--- config.mk ---
export PLATFORM = sky130hd
export DESIGN_NAME = mmc_measure_control
export DESIGN_NICKNAME = d
export VERILOG_FILES = /design/src/core/mmc_pkg.sv /design/src/core/mmc_measure_control.sv /design/src/core/mmc_comparator.sv
export SDC_FILE = /design/constraint.sdc
export NUM_CORES = 1
export LEC_CHECK = 0
export ABC_AREA = 1
export BUFFER_PORTS_ARGS = -buffer_cell sky130_fd_sc_hd__buf_4
export CORE_MARGIN = 3
export CORE_UTILIZATION = 35
export CTS_CLUSTER_DIAMETER = 100
export DETAILED_ROUTE_END_ITERATION = 10
export PLACE_DENSITY_LB_ADDON = 0.1
export SLEW_MARGIN = 10
export SYNTH_ARGS = -nofsm -noshare
export SYNTH_HDL_FRONTEND = slang
export SYNTH_HIERARCHICAL = 1
export SYNTH_SLANG_ARGS = --single-unit
--- constraint.sdc ---
create_clock -name i_clock -period 3.95 [get_ports i_clock]
set_input_delay 0.79 -clock i_clock [delete_from_list [all_inputs] [get_ports i_clock]]
set_output_delay 0.79 -clock i_clock [all_outputs]
set_load 0.005 [all_outputs]
--- src/core/mmc_pkg.sv ---
package mmc_pkg;

	// ============================================================
	// Clock and time
	localparam int unsigned CLK_MHZ       = 100;
	localparam int unsigned CONV_TIME_US  = 2000;
	localparam int unsigned CONV_CYCLES   = CONV_TIME_US * CLK_MHZ;
	localparam int unsigned EXT_MIN_US    = 2000;
	localparam int unsigned EXT_MIN_CYC   = EXT_MIN_US * CLK_MHZ;

	// ============================================================
	// Minimum trigger intervals in ms
	localparam int unsigned GAP_NORM_AVG_MS   = 1600;
	localparam int unsigned GAP_NORM_RAW_MS   = 260;
	localparam int unsigned GAP_MEDIUM_MS     = 110;
	localparam int unsigned GAP_HIGH_MS       = 80;
	localparam int unsigned GAP_DMM_AVG_MS    = 2500;
	localparam int unsigned GAP_DMM_RAW_MS    = 500;
	localparam int unsigned GAP_SLOW_RATE_MS  = 4100;
	localparam int unsigned GAP_FAST_AVG_MS   = 2600;
	localparam int unsigned CYC_PER_MS        = CLK_MHZ * 1000;

	// ============================================================
	// Avalon register map (byte addresses)
	localparam logic [7:0] ADDR_CTRL   = 8'h00;
	localparam logic [7:0] ADDR_KEYS   = 8'h04;
	localparam logic [7:0] ADDR_STATUS = 8'h08;
	localparam logic [7:0] ADDR_PRESS  = 8'h0C;
	localparam logic [7:0] ADDR_REF    = 8'h10;
	localparam logic [7:0] ADDR_HI_LIM = 8'h14;
	localparam logic [7:0] ADDR_LO_LIM = 8'h18;
	localparam logic [7:0] ADDR_DISP   = 8'h1C;

	// CTRL field positions
	localparam int unsigned CTRL_PCT     = 0;
	localparam int unsigned CTRL_PCT_ERR = 1;
	localparam int unsigned CTRL_DA_EN   = 2;
	localparam int unsigned CTRL_DA_5V   = 3;
	localparam int unsigned CTRL_CMP_EN  = 4;
	localparam int unsigned CTRL_AVG     = 5;
	localparam int unsigned CTRL_DMM_ON  = 6;
	localparam int unsigned CTRL_DMM_AVG = 7;
	localparam int unsigned CTRL_MODE_LO = 8;
	localparam int unsigned CTRL_SLOW    = 10;
	localparam int unsigned CTRL_AC_PWR  = 11;

	// KEYS write-one pulse positions
	localparam int unsigned KEY_UNIT = 0;
	localparam int unsigned KEY_MASK = 1;
	localparam int unsigned KEY_REL  = 2;
	localparam int unsigned KEY_HOLD = 3;
	localparam int unsigned KEY_MEASURE_REQUEST_KEY = 4;
	localparam int unsigned KEY_REMOTE = 5;

	localparam logic [31:0] CTRL_RESET = 32'h0000_0000;

	// ============================================================
	// Types
	typedef enum logic [1:0] {
		MMC_VAR_SINGLE = 2'h0,
		MMC_VAR_FOUR   = 2'h1,
		MMC_VAR_SEVEN  = 2'h2
	} mmc_variant_t;

	typedef enum logic [1:0] {
		MMC_MODE_NORMAL = 2'h0,
		MMC_MODE_MEDIUM = 2'h1,
		MMC_MODE_HIGH   = 2'h2
	} mmc_mode_t;

	typedef enum logic [2:0] {
		MMC_U_KPA  = 3'h0,
		MMC_U_KGF  = 3'h1,
		MMC_U_MMH2O = 3'h2,
		MMC_U_MMHG = 3'h3,
		MMC_U_INH2O = 3'h4,
		MMC_U_INHG = 3'h5,
		MMC_U_PSI  = 3'h6
	} mmc_unit_t;

	typedef enum logic [1:0] {
		MMC_S_IDLE   = 2'b00,
		MMC_S_SAMPLE = 2'b01,
		MMC_S_DONE   = 2'b11
	} mmc_state_t;

	typedef struct packed {
		logic over_maximum_flag;
		logic in_band;
		logic under_minimum_flag;
	} mmc_cmp_t;

	typedef struct packed {
		logic [7:0]  address;
		logic        read;
		logic        write;
		logic [31:0] writedata;
	} mmc_avm_req_t;

endpackage : mmc_pkg

--- src/core/mmc_measure_control.sv ---
`timescale 1ns/1ps
module mmc_measure_control
	import mmc_pkg::*;
#(
	parameter mmc_pkg::mmc_variant_t VARIANT    = MMC_VAR_SEVEN,
	parameter bit                    RANGE_700  = 1'b0,
	parameter bit                    MODEL_1KPA = 1'b0,
	parameter bit                    MULTIMETER = 1'b0,
	parameter int unsigned           EXT_FILTER = EXT_MIN_CYC,
	parameter int unsigned           MS_CYCLES  = CYC_PER_MS
)
(
	// Clock and reset
	input  wire logic              i_clock,
	input  wire logic              i_rst,
	// Avalon-MM slave
	input  wire logic [7:0]        i_avs_address,
	input  wire logic              i_avs_read,
	input  wire logic              i_avs_write,
	input  wire logic [31:0]       i_avs_writedata,
	output logic [31:0]            o_avs_readdata,
	output logic                   o_avs_waitrequest,
	// Sensor
	input  wire logic signed [31:0] i_pressure,
	input  wire logic              i_pressure_valid,
	// External lines
	input  wire logic              i_external_measure_request,
	// Indicators and outputs
	output logic                   o_hold_led,
	output logic                   o_sample_led,
	output logic                   o_relative_led,
	output logic                   o_over_maximum_flag,
	output logic                   o_in_band,
	output logic                   o_under_minimum_flag,
	output logic                   o_cmp_changed,
	output logic [15:0]            o_da_code,
	output logic                   o_da_strobe
);
	import mmc_pkg::*;

	localparam int unsigned GAP_W = 32;

	function automatic logic [GAP_W-1:0] ms_to_cyc(input int unsigned ms);
		ms_to_cyc = GAP_W'(ms * MS_CYCLES);
	endfunction : ms_to_cyc

	// ============================================================
	// Bus slave
	logic [31:0]   ctrl_ff;
	logic signed [31:0] hi_lim_ff;
	logic signed [31:0] lo_lim_ff;
	logic          ack_ff;
	logic          bus_req;
	logic          wr_en;
	logic [5:0]    key;
	logic          pct_mode;
	mmc_avm_req_t  req;

	assign req      = '{address: i_avs_address, read: i_avs_read,
		write: i_avs_write, writedata: i_avs_writedata};
	assign bus_req  = req.read || req.write;
	// One wait cycle; writes land as waitrequest drops
	assign o_avs_waitrequest = bus_req && !ack_ff;
	assign wr_en    = req.write && ack_ff;
	assign key      = (wr_en && req.address == ADDR_KEYS) ? req.writedata[5:0] : 6'h00;
	assign pct_mode = ctrl_ff[CTRL_PCT] || ctrl_ff[CTRL_PCT_ERR];

	always_ff @(posedge i_clock)
	begin
		if (i_rst)
			ack_ff <= 1'b0;
		else
			ack_ff <= bus_req && !ack_ff;
	end

	always_ff @(posedge i_clock)
	begin
		if (i_rst)
			ctrl_ff <= CTRL_RESET;
		else if (wr_en && req.address == ADDR_CTRL)
		begin
			ctrl_ff <= req.writedata & 32'h0000_0FFF;
			// Enable bit only writable on DC or battery power
			if (req.writedata[CTRL_AC_PWR])
				ctrl_ff[CTRL_DA_EN] <= ctrl_ff[CTRL_DA_EN];
		end
	end

	always_ff @(posedge i_clock)
	begin
		if (i_rst)
		begin
			hi_lim_ff <= '0;
			lo_lim_ff <= '0;
		end
		else if (wr_en && req.address == ADDR_HI_LIM)
			hi_lim_ff <= req.writedata;
		else if (wr_en && req.address == ADDR_LO_LIM)
			lo_lim_ff <= req.writedata;
	end

	// ============================================================
	// Unit, mask, relative, hold
	mmc_unit_t     unit_ff;
	mmc_unit_t     nxt_unit;
	logic          mask_ff;
	logic          rel_ff;
	logic          hold_ff;
	logic signed [31:0] ref_ff;
	logic signed [31:0] meas_ff;

	always_comb
	begin
		nxt_unit = unit_ff;
		case (VARIANT)
			MMC_VAR_FOUR:
				nxt_unit = (unit_ff >= MMC_U_MMHG) ? MMC_U_KPA : mmc_unit_t'(unit_ff + 3'h1);
			MMC_VAR_SEVEN:
				nxt_unit = (unit_ff >= MMC_U_PSI) ? MMC_U_KPA : mmc_unit_t'(unit_ff + 3'h1);
			default:
				nxt_unit = MMC_U_KPA;
		endcase
	end

	// Keys stay live during hold
	always_ff @(posedge i_clock)
	begin
		if (i_rst)
			unit_ff <= MMC_U_KPA;
		else if (key[KEY_UNIT] && !pct_mode)
			unit_ff <= nxt_unit;
	end

	always_ff @(posedge i_clock)
	begin
		if (i_rst)
			mask_ff <= 1'b0;
		else if (key[KEY_MASK])
			mask_ff <= !mask_ff;
	end

	always_ff @(posedge i_clock)
	begin
		if (i_rst || pct_mode)
			rel_ff <= 1'b0;
		else if (key[KEY_REL])
			rel_ff <= !rel_ff;
	end

	always_ff @(posedge i_clock)
	begin
		if (i_rst)
			ref_ff <= '0;
		else if (key[KEY_REL] && !pct_mode && !rel_ff)
			ref_ff <= meas_ff;
	end

	always_ff @(posedge i_clock)
	begin
		if (i_rst)
			hold_ff <= 1'b0;
		else if (key[KEY_HOLD])
			hold_ff <= !hold_ff;
	end

	// ============================================================
	// External trigger: sync, then 2 ms low filter
	logic        ext_s1_ff;
	logic        ext_s2_ff;
	logic [17:0] ext_cnt_ff;
	logic        ext_fired_ff;
	logic        ext_measure_request_key;

	always_ff @(posedge i_clock)
	begin
		if (i_rst)
		begin
			ext_s1_ff <= 1'b1;
			ext_s2_ff <= 1'b1;
		end
		else
		begin
			ext_s1_ff <= i_external_measure_request;
			ext_s2_ff <= ext_s1_ff;
		end
	end

	// Fires once per falling edge held long enough
	assign ext_measure_request_key = !ext_s2_ff && !ext_fired_ff && (ext_cnt_ff == 18'(EXT_FILTER - 1));

	always_ff @(posedge i_clock)
	begin
		if (i_rst || ext_s2_ff)
		begin
			ext_cnt_ff   <= '0;
			ext_fired_ff <= 1'b0;
		end
		else if (ext_measure_request_key)
			ext_fired_ff <= 1'b1;
		else if (!ext_fired_ff)
			ext_cnt_ff <= ext_cnt_ff + 18'h1;
	end

	// ============================================================
	// Triggered sampling
	logic            measure_request_key;
	logic [GAP_W-1:0] min_gap;
	logic [GAP_W-1:0] gap_cnt_ff;
	logic            too_soon_ff;
	mmc_state_t      state_ff;
	mmc_mode_t       mode;

	assign mode = mmc_mode_t'(ctrl_ff[CTRL_MODE_LO +: 2]);
	assign measure_request_key = hold_ff && (key[KEY_MEASURE_REQUEST_KEY] || key[KEY_REMOTE] || ext_measure_request_key);

	always_comb
	begin
		min_gap = ms_to_cyc(GAP_NORM_RAW_MS);
		if (MODEL_1KPA)
		begin
			if (ctrl_ff[CTRL_SLOW])
				min_gap = ms_to_cyc(GAP_SLOW_RATE_MS);
			else if (ctrl_ff[CTRL_AVG])
				min_gap = ms_to_cyc(GAP_FAST_AVG_MS);
			else
				min_gap = ms_to_cyc(GAP_NORM_RAW_MS);
		end
		else if (MULTIMETER && ctrl_ff[CTRL_DMM_ON])
		begin
			if (ctrl_ff[CTRL_DMM_AVG])
				min_gap = ms_to_cyc(GAP_DMM_AVG_MS);
			else if (ctrl_ff[CTRL_AVG])
				min_gap = ms_to_cyc(GAP_NORM_AVG_MS);
			else
				min_gap = ms_to_cyc(GAP_DMM_RAW_MS);
		end
		else if (MULTIMETER)
			min_gap = ctrl_ff[CTRL_AVG] ? ms_to_cyc(GAP_NORM_AVG_MS)
				: ms_to_cyc(GAP_DMM_RAW_MS);
		else
		begin
			case (mode)
				MMC_MODE_MEDIUM: min_gap = ms_to_cyc(GAP_MEDIUM_MS);
				MMC_MODE_HIGH:   min_gap = ms_to_cyc(GAP_HIGH_MS);
				default:         min_gap = ctrl_ff[CTRL_AVG] ? ms_to_cyc(GAP_NORM_AVG_MS)
					: ms_to_cyc(GAP_NORM_RAW_MS);
			endcase
		end
	end

	always_ff @(posedge i_clock)
	begin
		if (i_rst)
			gap_cnt_ff <= '1;
		else if (measure_request_key)
			gap_cnt_ff <= '0;
		else if (gap_cnt_ff != '1)
			gap_cnt_ff <= gap_cnt_ff + 1'b1;
	end

	// A trigger too close to the last blocks this measurement's update
	always_ff @(posedge i_clock)
	begin
		if (i_rst)
			too_soon_ff <= 1'b0;
		else if (measure_request_key)
			too_soon_ff <= (gap_cnt_ff < min_gap);
	end

	always_ff @(posedge i_clock)
	begin
		if (i_rst || !hold_ff)
			state_ff <= MMC_S_IDLE;
		else
		begin
			case (state_ff)
				MMC_S_IDLE:   if (measure_request_key) state_ff <= MMC_S_SAMPLE;
				MMC_S_SAMPLE: if (!measure_request_key && i_pressure_valid) state_ff <= MMC_S_DONE;
				MMC_S_DONE:   state_ff <= measure_request_key ? MMC_S_SAMPLE : MMC_S_IDLE;
				default:      state_ff <= MMC_S_IDLE;
			endcase
		end
	end

	always_ff @(posedge i_clock)
	begin
		if (i_rst)
			meas_ff <= '0;
		else if (!hold_ff && i_pressure_valid)
			meas_ff <= i_pressure;
		else if (hold_ff && state_ff == MMC_S_SAMPLE && !measure_request_key && i_pressure_valid
			&& !too_soon_ff)
			meas_ff <= i_pressure;
	end

	// ============================================================
	// Display value, analogue output, comparator
	logic signed [31:0] disp;
	logic [2:0]   digits;
	logic [15:0]  da_ff;
	logic         da_strobe_ff;
	logic         cmp_tick;
	mmc_cmp_t     cmp;

	assign disp = rel_ff ? (meas_ff - ref_ff) : meas_ff;
	// Digit count counted in whole digits beside the half digit
	assign digits = RANGE_700 ? (mask_ff ? 3'h3 : 3'h4)
		: (mask_ff ? 3'h4 : 3'h5);

	mmc_comparator #(.PERIOD(CONV_TIME_US / 1000 * MS_CYCLES)) u_cmp (
		.i_clock    (i_clock),
		.i_rst      (i_rst),
		.i_enable   (ctrl_ff[CTRL_CMP_EN]),
		.i_value    (disp),
		.i_hi_limit (hi_lim_ff),
		.i_lo_limit (lo_lim_ff),
		.o_tick     (cmp_tick),
		.o_result   (cmp),
		.o_changed  (o_cmp_changed)
	);

	// Scale kept simple: 5 V range halves the code per count
	always_ff @(posedge i_clock)
	begin
		if (i_rst || !ctrl_ff[CTRL_DA_EN])
			da_ff <= '0;
		else if (cmp_tick)
			da_ff <= ctrl_ff[CTRL_DA_5V] ? disp[16:1] : disp[15:0];
	end

	always_ff @(posedge i_clock)
	begin
		if (i_rst)
			da_strobe_ff <= 1'b0;
		else
			da_strobe_ff <= cmp_tick && ctrl_ff[CTRL_DA_EN];
	end

	always_ff @(posedge i_clock)
	begin
		if (i_rst)
			o_avs_readdata <= '0;
		else if (req.read && !ack_ff)
		begin
			case (req.address)
				ADDR_CTRL:   o_avs_readdata <= ctrl_ff;
				ADDR_STATUS: o_avs_readdata <= {20'h0, digits, unit_ff, cmp,
					state_ff == MMC_S_SAMPLE, rel_ff, hold_ff};
				ADDR_PRESS:  o_avs_readdata <= meas_ff;
				ADDR_REF:    o_avs_readdata <= ref_ff;
				ADDR_HI_LIM: o_avs_readdata <= hi_lim_ff;
				ADDR_LO_LIM: o_avs_readdata <= lo_lim_ff;
				ADDR_DISP:   o_avs_readdata <= disp;
				default:     o_avs_readdata <= '0;
			endcase
		end
	end

	assign o_hold_led           = hold_ff;
	assign o_sample_led         = (state_ff == MMC_S_SAMPLE);
	assign o_relative_led       = rel_ff;
	assign o_over_maximum_flag  = cmp.over_maximum_flag;
	assign o_in_band            = cmp.in_band;
	assign o_under_minimum_flag = cmp.under_minimum_flag;
	assign o_da_code            = da_ff;
	assign o_da_strobe          = da_strobe_ff;

	// ============================================================
	// Checks
	unit_reset_a: assert property (@(posedge i_clock) $fell(i_rst) |-> unit_ff == MMC_U_KPA)
		else $error("unit not kPa after reset");
	unit_pct_a: assert property (@(posedge i_clock) disable iff (i_rst)
		pct_mode && !$past(i_rst) |=> $stable(unit_ff))
		else $error("unit changed in percentage mode");
	mask_toggle_a: assert property (@(posedge i_clock) disable iff (i_rst)
		key[KEY_MASK] |=> mask_ff != $past(mask_ff))
		else $error("mask did not toggle");
	rel_pct_a: assert property (@(posedge i_clock) disable iff (i_rst)
		pct_mode |=> !rel_ff)
		else $error("relative on in percentage mode");
	measure_request_key_hold_a: assert property (@(posedge i_clock) disable iff (i_rst)
		!hold_ff && key[KEY_MEASURE_REQUEST_KEY] |=> !o_sample_led)
		else $error("trigger accepted outside hold");
	sample_led_a: assert property (@(posedge i_clock) disable iff (i_rst)
		measure_request_key ##1 hold_ff |-> o_sample_led)
		else $error("sample led not lit after trigger");
	held_value_a: assert property (@(posedge i_clock) disable iff (i_rst)
		hold_ff && $past(hold_ff) && state_ff != MMC_S_DONE |-> $stable(meas_ff))
		else $error("held value moved");
	cmp_off_a: assert property (@(posedge i_clock) disable iff (i_rst)
		!$past(ctrl_ff[CTRL_CMP_EN]) |-> cmp == '0)
		else $error("comparator output while disabled");
	cmp_onehot_a: assert property (@(posedge i_clock) disable iff (i_rst)
		ctrl_ff[CTRL_CMP_EN] && $past(cmp_tick) && $past(ctrl_ff[CTRL_CMP_EN])
		|-> $onehot(cmp))
		else $error("comparator result not one-hot");
	da_off_a: assert property (@(posedge i_clock) disable iff (i_rst)
		$past(!ctrl_ff[CTRL_DA_EN]) |-> da_ff == '0)
		else $error("analogue output while disabled");

	hold_cov: cover property (@(posedge i_clock) disable iff (i_rst) $rose(hold_ff));
	retrig_cov: cover property (@(posedge i_clock) disable iff (i_rst)
		state_ff == MMC_S_SAMPLE && measure_request_key);
	rel_cov: cover property (@(posedge i_clock) disable iff (i_rst) $rose(rel_ff));
	cmp_cov: cover property (@(posedge i_clock) disable iff (i_rst) o_cmp_changed);

endmodule : mmc_measure_control

--- src/core/mmc_comparator.sv ---
`timescale 1ns/1ps
module mmc_comparator
	import mmc_pkg::*;
#(
	parameter int unsigned PERIOD = CONV_CYCLES
)
(
	// Clock and reset
	input  wire logic              i_clock,
	input  wire logic              i_rst,
	// Control
	input  wire logic              i_enable,
	input  wire logic signed [31:0] i_value,
	input  wire logic signed [31:0] i_hi_limit,
	input  wire logic signed [31:0] i_lo_limit,
	// Results
	output logic                   o_tick,
	output mmc_pkg::mmc_cmp_t      o_result,
	output logic                   o_changed
);
	import mmc_pkg::*;

	logic [17:0] period_ff;
	mmc_cmp_t    result_ff;
	mmc_cmp_t    nxt_result;
	logic        changed_ff;
	logic        tick;

	// Parent scales the period with its own cycles per ms
	assign tick = (period_ff == 18'(PERIOD - 1));

	// ============================================================
	// Conversion period counter
	always_ff @(posedge i_clock)
	begin
		if (i_rst || tick)
			period_ff <= '0;
		else
			period_ff <= period_ff + 18'h1;
	end

	always_comb
	begin
		nxt_result = '0;
		if (i_value > i_hi_limit)
			nxt_result.over_maximum_flag = 1'b1;
		else if (i_value < i_lo_limit)
			nxt_result.under_minimum_flag = 1'b1;
		else
			nxt_result.in_band = 1'b1;
	end

	// ============================================================
	// Classification once per conversion
	always_ff @(posedge i_clock)
	begin
		if (i_rst || !i_enable)
			result_ff <= '0;
		else if (tick)
			result_ff <= nxt_result;
	end

	always_ff @(posedge i_clock)
	begin
		if (i_rst)
			changed_ff <= 1'b0;
		else
			changed_ff <= tick && i_enable && (nxt_result != result_ff);
	end

	assign o_tick    = tick;
	assign o_result  = result_ff;
	assign o_changed = changed_ff;

endmodule : mmc_comparator

==> flow_summary.toml <==
[die]
fp.dieW_um = 230.1
top_level_ports = 135
start_util = 0.3569
die_area_um2 = 52950
core_um2 = 49250
fp.dieH_um = 230.1
rows = 81

[critical_path]
criticalPathCategory = "flop to flop"
cpPeakStageDelay_ns = 0.45
crit_path_start_kind = "flop"
cp_max_fo = 5
cpMaxStageDelayCell = "o21ai_0"
critical-path-top-delay-family = "simple AND/OR/NAND/NOR gates"
crit_buf_inv = 2
path_common_cell = "nand2_1"
path_cells = "inv_1 -> ha_1 -> nand2_1 -> inv_1 -> a21oi_1 -> nand2_1 -> o21ai_0 -> o21ai_2 -> ha_1 -> nand2_1 -> nor2_1 -> nand2_1 -> nand2_1 -> nand2_1 -> nand2_1 -> nand2_1 -> nand3_1 -> nand3_2 -> nand2_1 -> nand2_1 -> nor2_1 -> nor2_1 -> nor2_1"
critPathCaptureType = "flop"
worstPathRequired_ns = 4.43
arrival_ns = 4.16

[final_layout]
drive_above_1_share = 0.1287
instances_no_fill = 3485
antenna_cells = 0
syn_to_final_growth_pct = 18.46
nets = 2993
stdcell_area_um2 = 20820

[timing]
maxSlewHeadroom = 0.3163
rsz0062_at_grt = "no"
slew_violations = 0
setup_violations = 0
hold_viol_final = 0
finalCriticalPeriod_ns = 3.678
tightest_slew_ns = 1.015
clock_skew_ns = 0.01793
setup_tns_ns = 0
finalCritPeriodShare = 0.9312
fmax_mhz = 271.9
fin_ws_ns = 0.2718

[cts]
cts_buffers = 36
clkLatencyLatePin_ns = 0.55
clk_transition_reported_paths_ns = 0.06
hold_buffers = 0
clock-sinks = 274
cts-root-buf = "clkbuf_16"
clk_path_buf_depth = 3
cts-htree-levels = 2
cts_tree = "built"

[synth]
yosysUniqueCellTypes = 57
synth_largest_area_cell = "dfxtp_1"
synth.area.mux_share = 0
synthFlopType = "dfxtp_1"
yosysSeqAreaShare = 0.3121
ys_top_cells_by_count = "nand2_1 (664), inv_1 (391), dfxtp_1 (274), a21oi_1 (254), nor2_1 (208)"
syn_area_per_cell_um2 = 6.613
synth_xor_area_frac = 0.02342
yosys.cell_count.top_type = "nand2_1"
synthCells = 2658
synth.net_count = 2855
ys_warn_count = 6
synthArstFlopShare = 0
synthesis.area_um2 = 17580
synth_edf_count = 0
ys_ff_latch = 274
synth-compound-area-share = 0.1628
synth_top_area_frac = 0.3121
synthTopCellsByArea = "dfxtp_1 (31%), nand2_1 (14%), ha_1 (8.4%)"
synth-simple-area-share = 0.3016
synth_top_family_by_area = "simple AND/OR/NAND/NOR gates"
synthAdderAreaFrac = 0.08513

[grt]
globalRouteMet1Util = 0.3531
grt_use_met2 = 0.3771
antenna_found_initial = 1
globalRoute.busiestLayer = "met2"
grt_pass1_vias = 17230
grt_pass1_wl_um = 102000
use_met3 = 0.04856
grtUsageTotal = 0.2477
grt_max_degree = 70
overflow = 0

[placement]
dp_hpwl_um = 51030
gp_congestion = 0.9638
dp_slack_ns = 0.1033
dp.cells = 3421
place.port_buffers = 134
postPlaceCellArea_um2 = 19470

[drt]
num_vias = 18040
drt-initial-drc-count = 1450
ant_nets = 0
drc = 0
viasPerCell = 5.178
wl_um = 66950
drt-wirelength-per-cell_um = 19.21
firstDrtPassIters = 6

[status]
status = "finished clean"

[power]
clockPowerShare = 0.362
power_mw = 9.230
power_frac_comb = 0.298
p_per_area_nw_per_um2 = 443.3
power_frac_seq = 0.340
max-vdd-ir-drop_mv = 0.4384
p_sw_frac = 0.3582
power_leakage_nw = 9.458
p_int_mw = 5.924
switchingPower_mw = 3.306

[worst_hold_path]
hp-class = "flop to flop"

[run]
drv_cap = 0
metal layers:
| metal | part of all wire | vias to the layer above |
|---|---|---|
| li1 | - | 8954 |
| met1 | 0.47 | 8403 |
| met2 | 0.43 | 589 |
| met3 | 0.072 | 96 |
| met4 | 0.029 | 2 |
| met5 | 0.00019 | - |
layout by cell type (no fill, tap or decap), types with 10 or more instances in the layout:
cell type  Yosys  routed
a21oi_1      254     251
nand2_2        7      16
dfxtp_1      274     273
nand3_1      182     181
nand4_1       29      29
a211oi_1      33      33
clkbuf_16      0      38
o22ai_1       34      34
nor2_1       208     200
inv_1        391     390
o211ai_1      17      17
o21ai_0       89      88
and2_1        12      11
a221oi_1      22      22
ha_1         118     112
nor3_1        34      33
clkinv_2       0      10
nor4_1        15      15
nand2_1      664     654
buf_4          6     198
nor2_2         9      15
xor2_1        39      35
o21ai_1       15      15
inv_2         13      13
o21a_1        12      12
registers in the layout (all words and copies together), names as in the netlist:
signal,flops
ack_ff,1
ctrl_ff,12
ext_cnt_ff,18
ext_fired_ff,1
ext_s1_ff,1
ext_s2_ff,1
gap_cnt_ff,32
hi_lim_ff,32
lo_lim_ff,32
mask_ff,1
meas_ff,32
o_avs_readdata,32
o_da_code,16
o_da_strobe,1
o_hold_led,1
o_relative_led,1
ref_ff,32
state_ff,2
too_soon_ff,1
u_cmp/o_changed,1
u_cmp/o_result,3
u_cmp/period_ff,18
unit_ff,3
power by group through the flow:
| stage | sequential [mW] | clock, mW | combinational, mW |
|---|---|---|---|
| CTS | 3.13 | 3.44 | 2.70 |
| global route | 3.17 | 3.55 | 3.10 |
| global placement | 3.19 | 0 | 2.67 |
| finish | 3.14 | 3.34 | 2.75 |
| floorplan | 3.12 | 0 | 1.95 |
| detailed placement | 3.19 | 0 | 2.67 |
timing repair:
item	in CTS	in global routing
endpoints found under the hold margin	0	0
setup endpoints to repair	0	3
buffers inserted	0	1
resized for setup	0	37
worst paths after layout:
path / slack (ns) / depth (start not counted) / start / to
worst max register to register: 0.27 / 23 / ref_ff[5] / u_cmp/o_changed
worst min-delay path: 0.43 / 1 / ext_s1_ff / ext_s2_ff
worst min register to register: 0.43 / 1 / ext_s1_ff / ext_s2_ff
worst max-delay path: 0.27 / 23 / ref_ff[5] / u_cmp/o_changed
per-stage QoR:
| step | hold WS (ns) | utilization |
|---|---|---|
| floorplan | 0.3895 | - |
| global placement | 0.4049 | 0.3954 |
| detailed placement | 0.4019 | 0.3954 |
| CTS | 0.4409 | 0.4197 |
| global route | 0.4571 | 0.4228 |
| finish | 0.4304 | 0.4228 |
cell families after synthesis:
family	after synthesis
xor gates and xnor gates	47
AOI/OAI and AO/OA	500
and+or+nand+nor	1209
buffers and inverters	509
DFF	274
adders and majority gates	119
cell type report:
| cell class | instances | area, um2 |
|---|---|---|
| fillers | 5315 | 28430 |
| multi-input cells | 1875 | 10230 |
| flip-flops and latches | 274 | 5487 |
| repair buffers | 201 | 1546 |
| inverters | 408 | 1533 |
| clock buffers | 50 | 1066 |
| well taps | 664 | 830.8 |
| clock inverters | 13 | 128.9 |
Power figures use the tool's default switching activity.
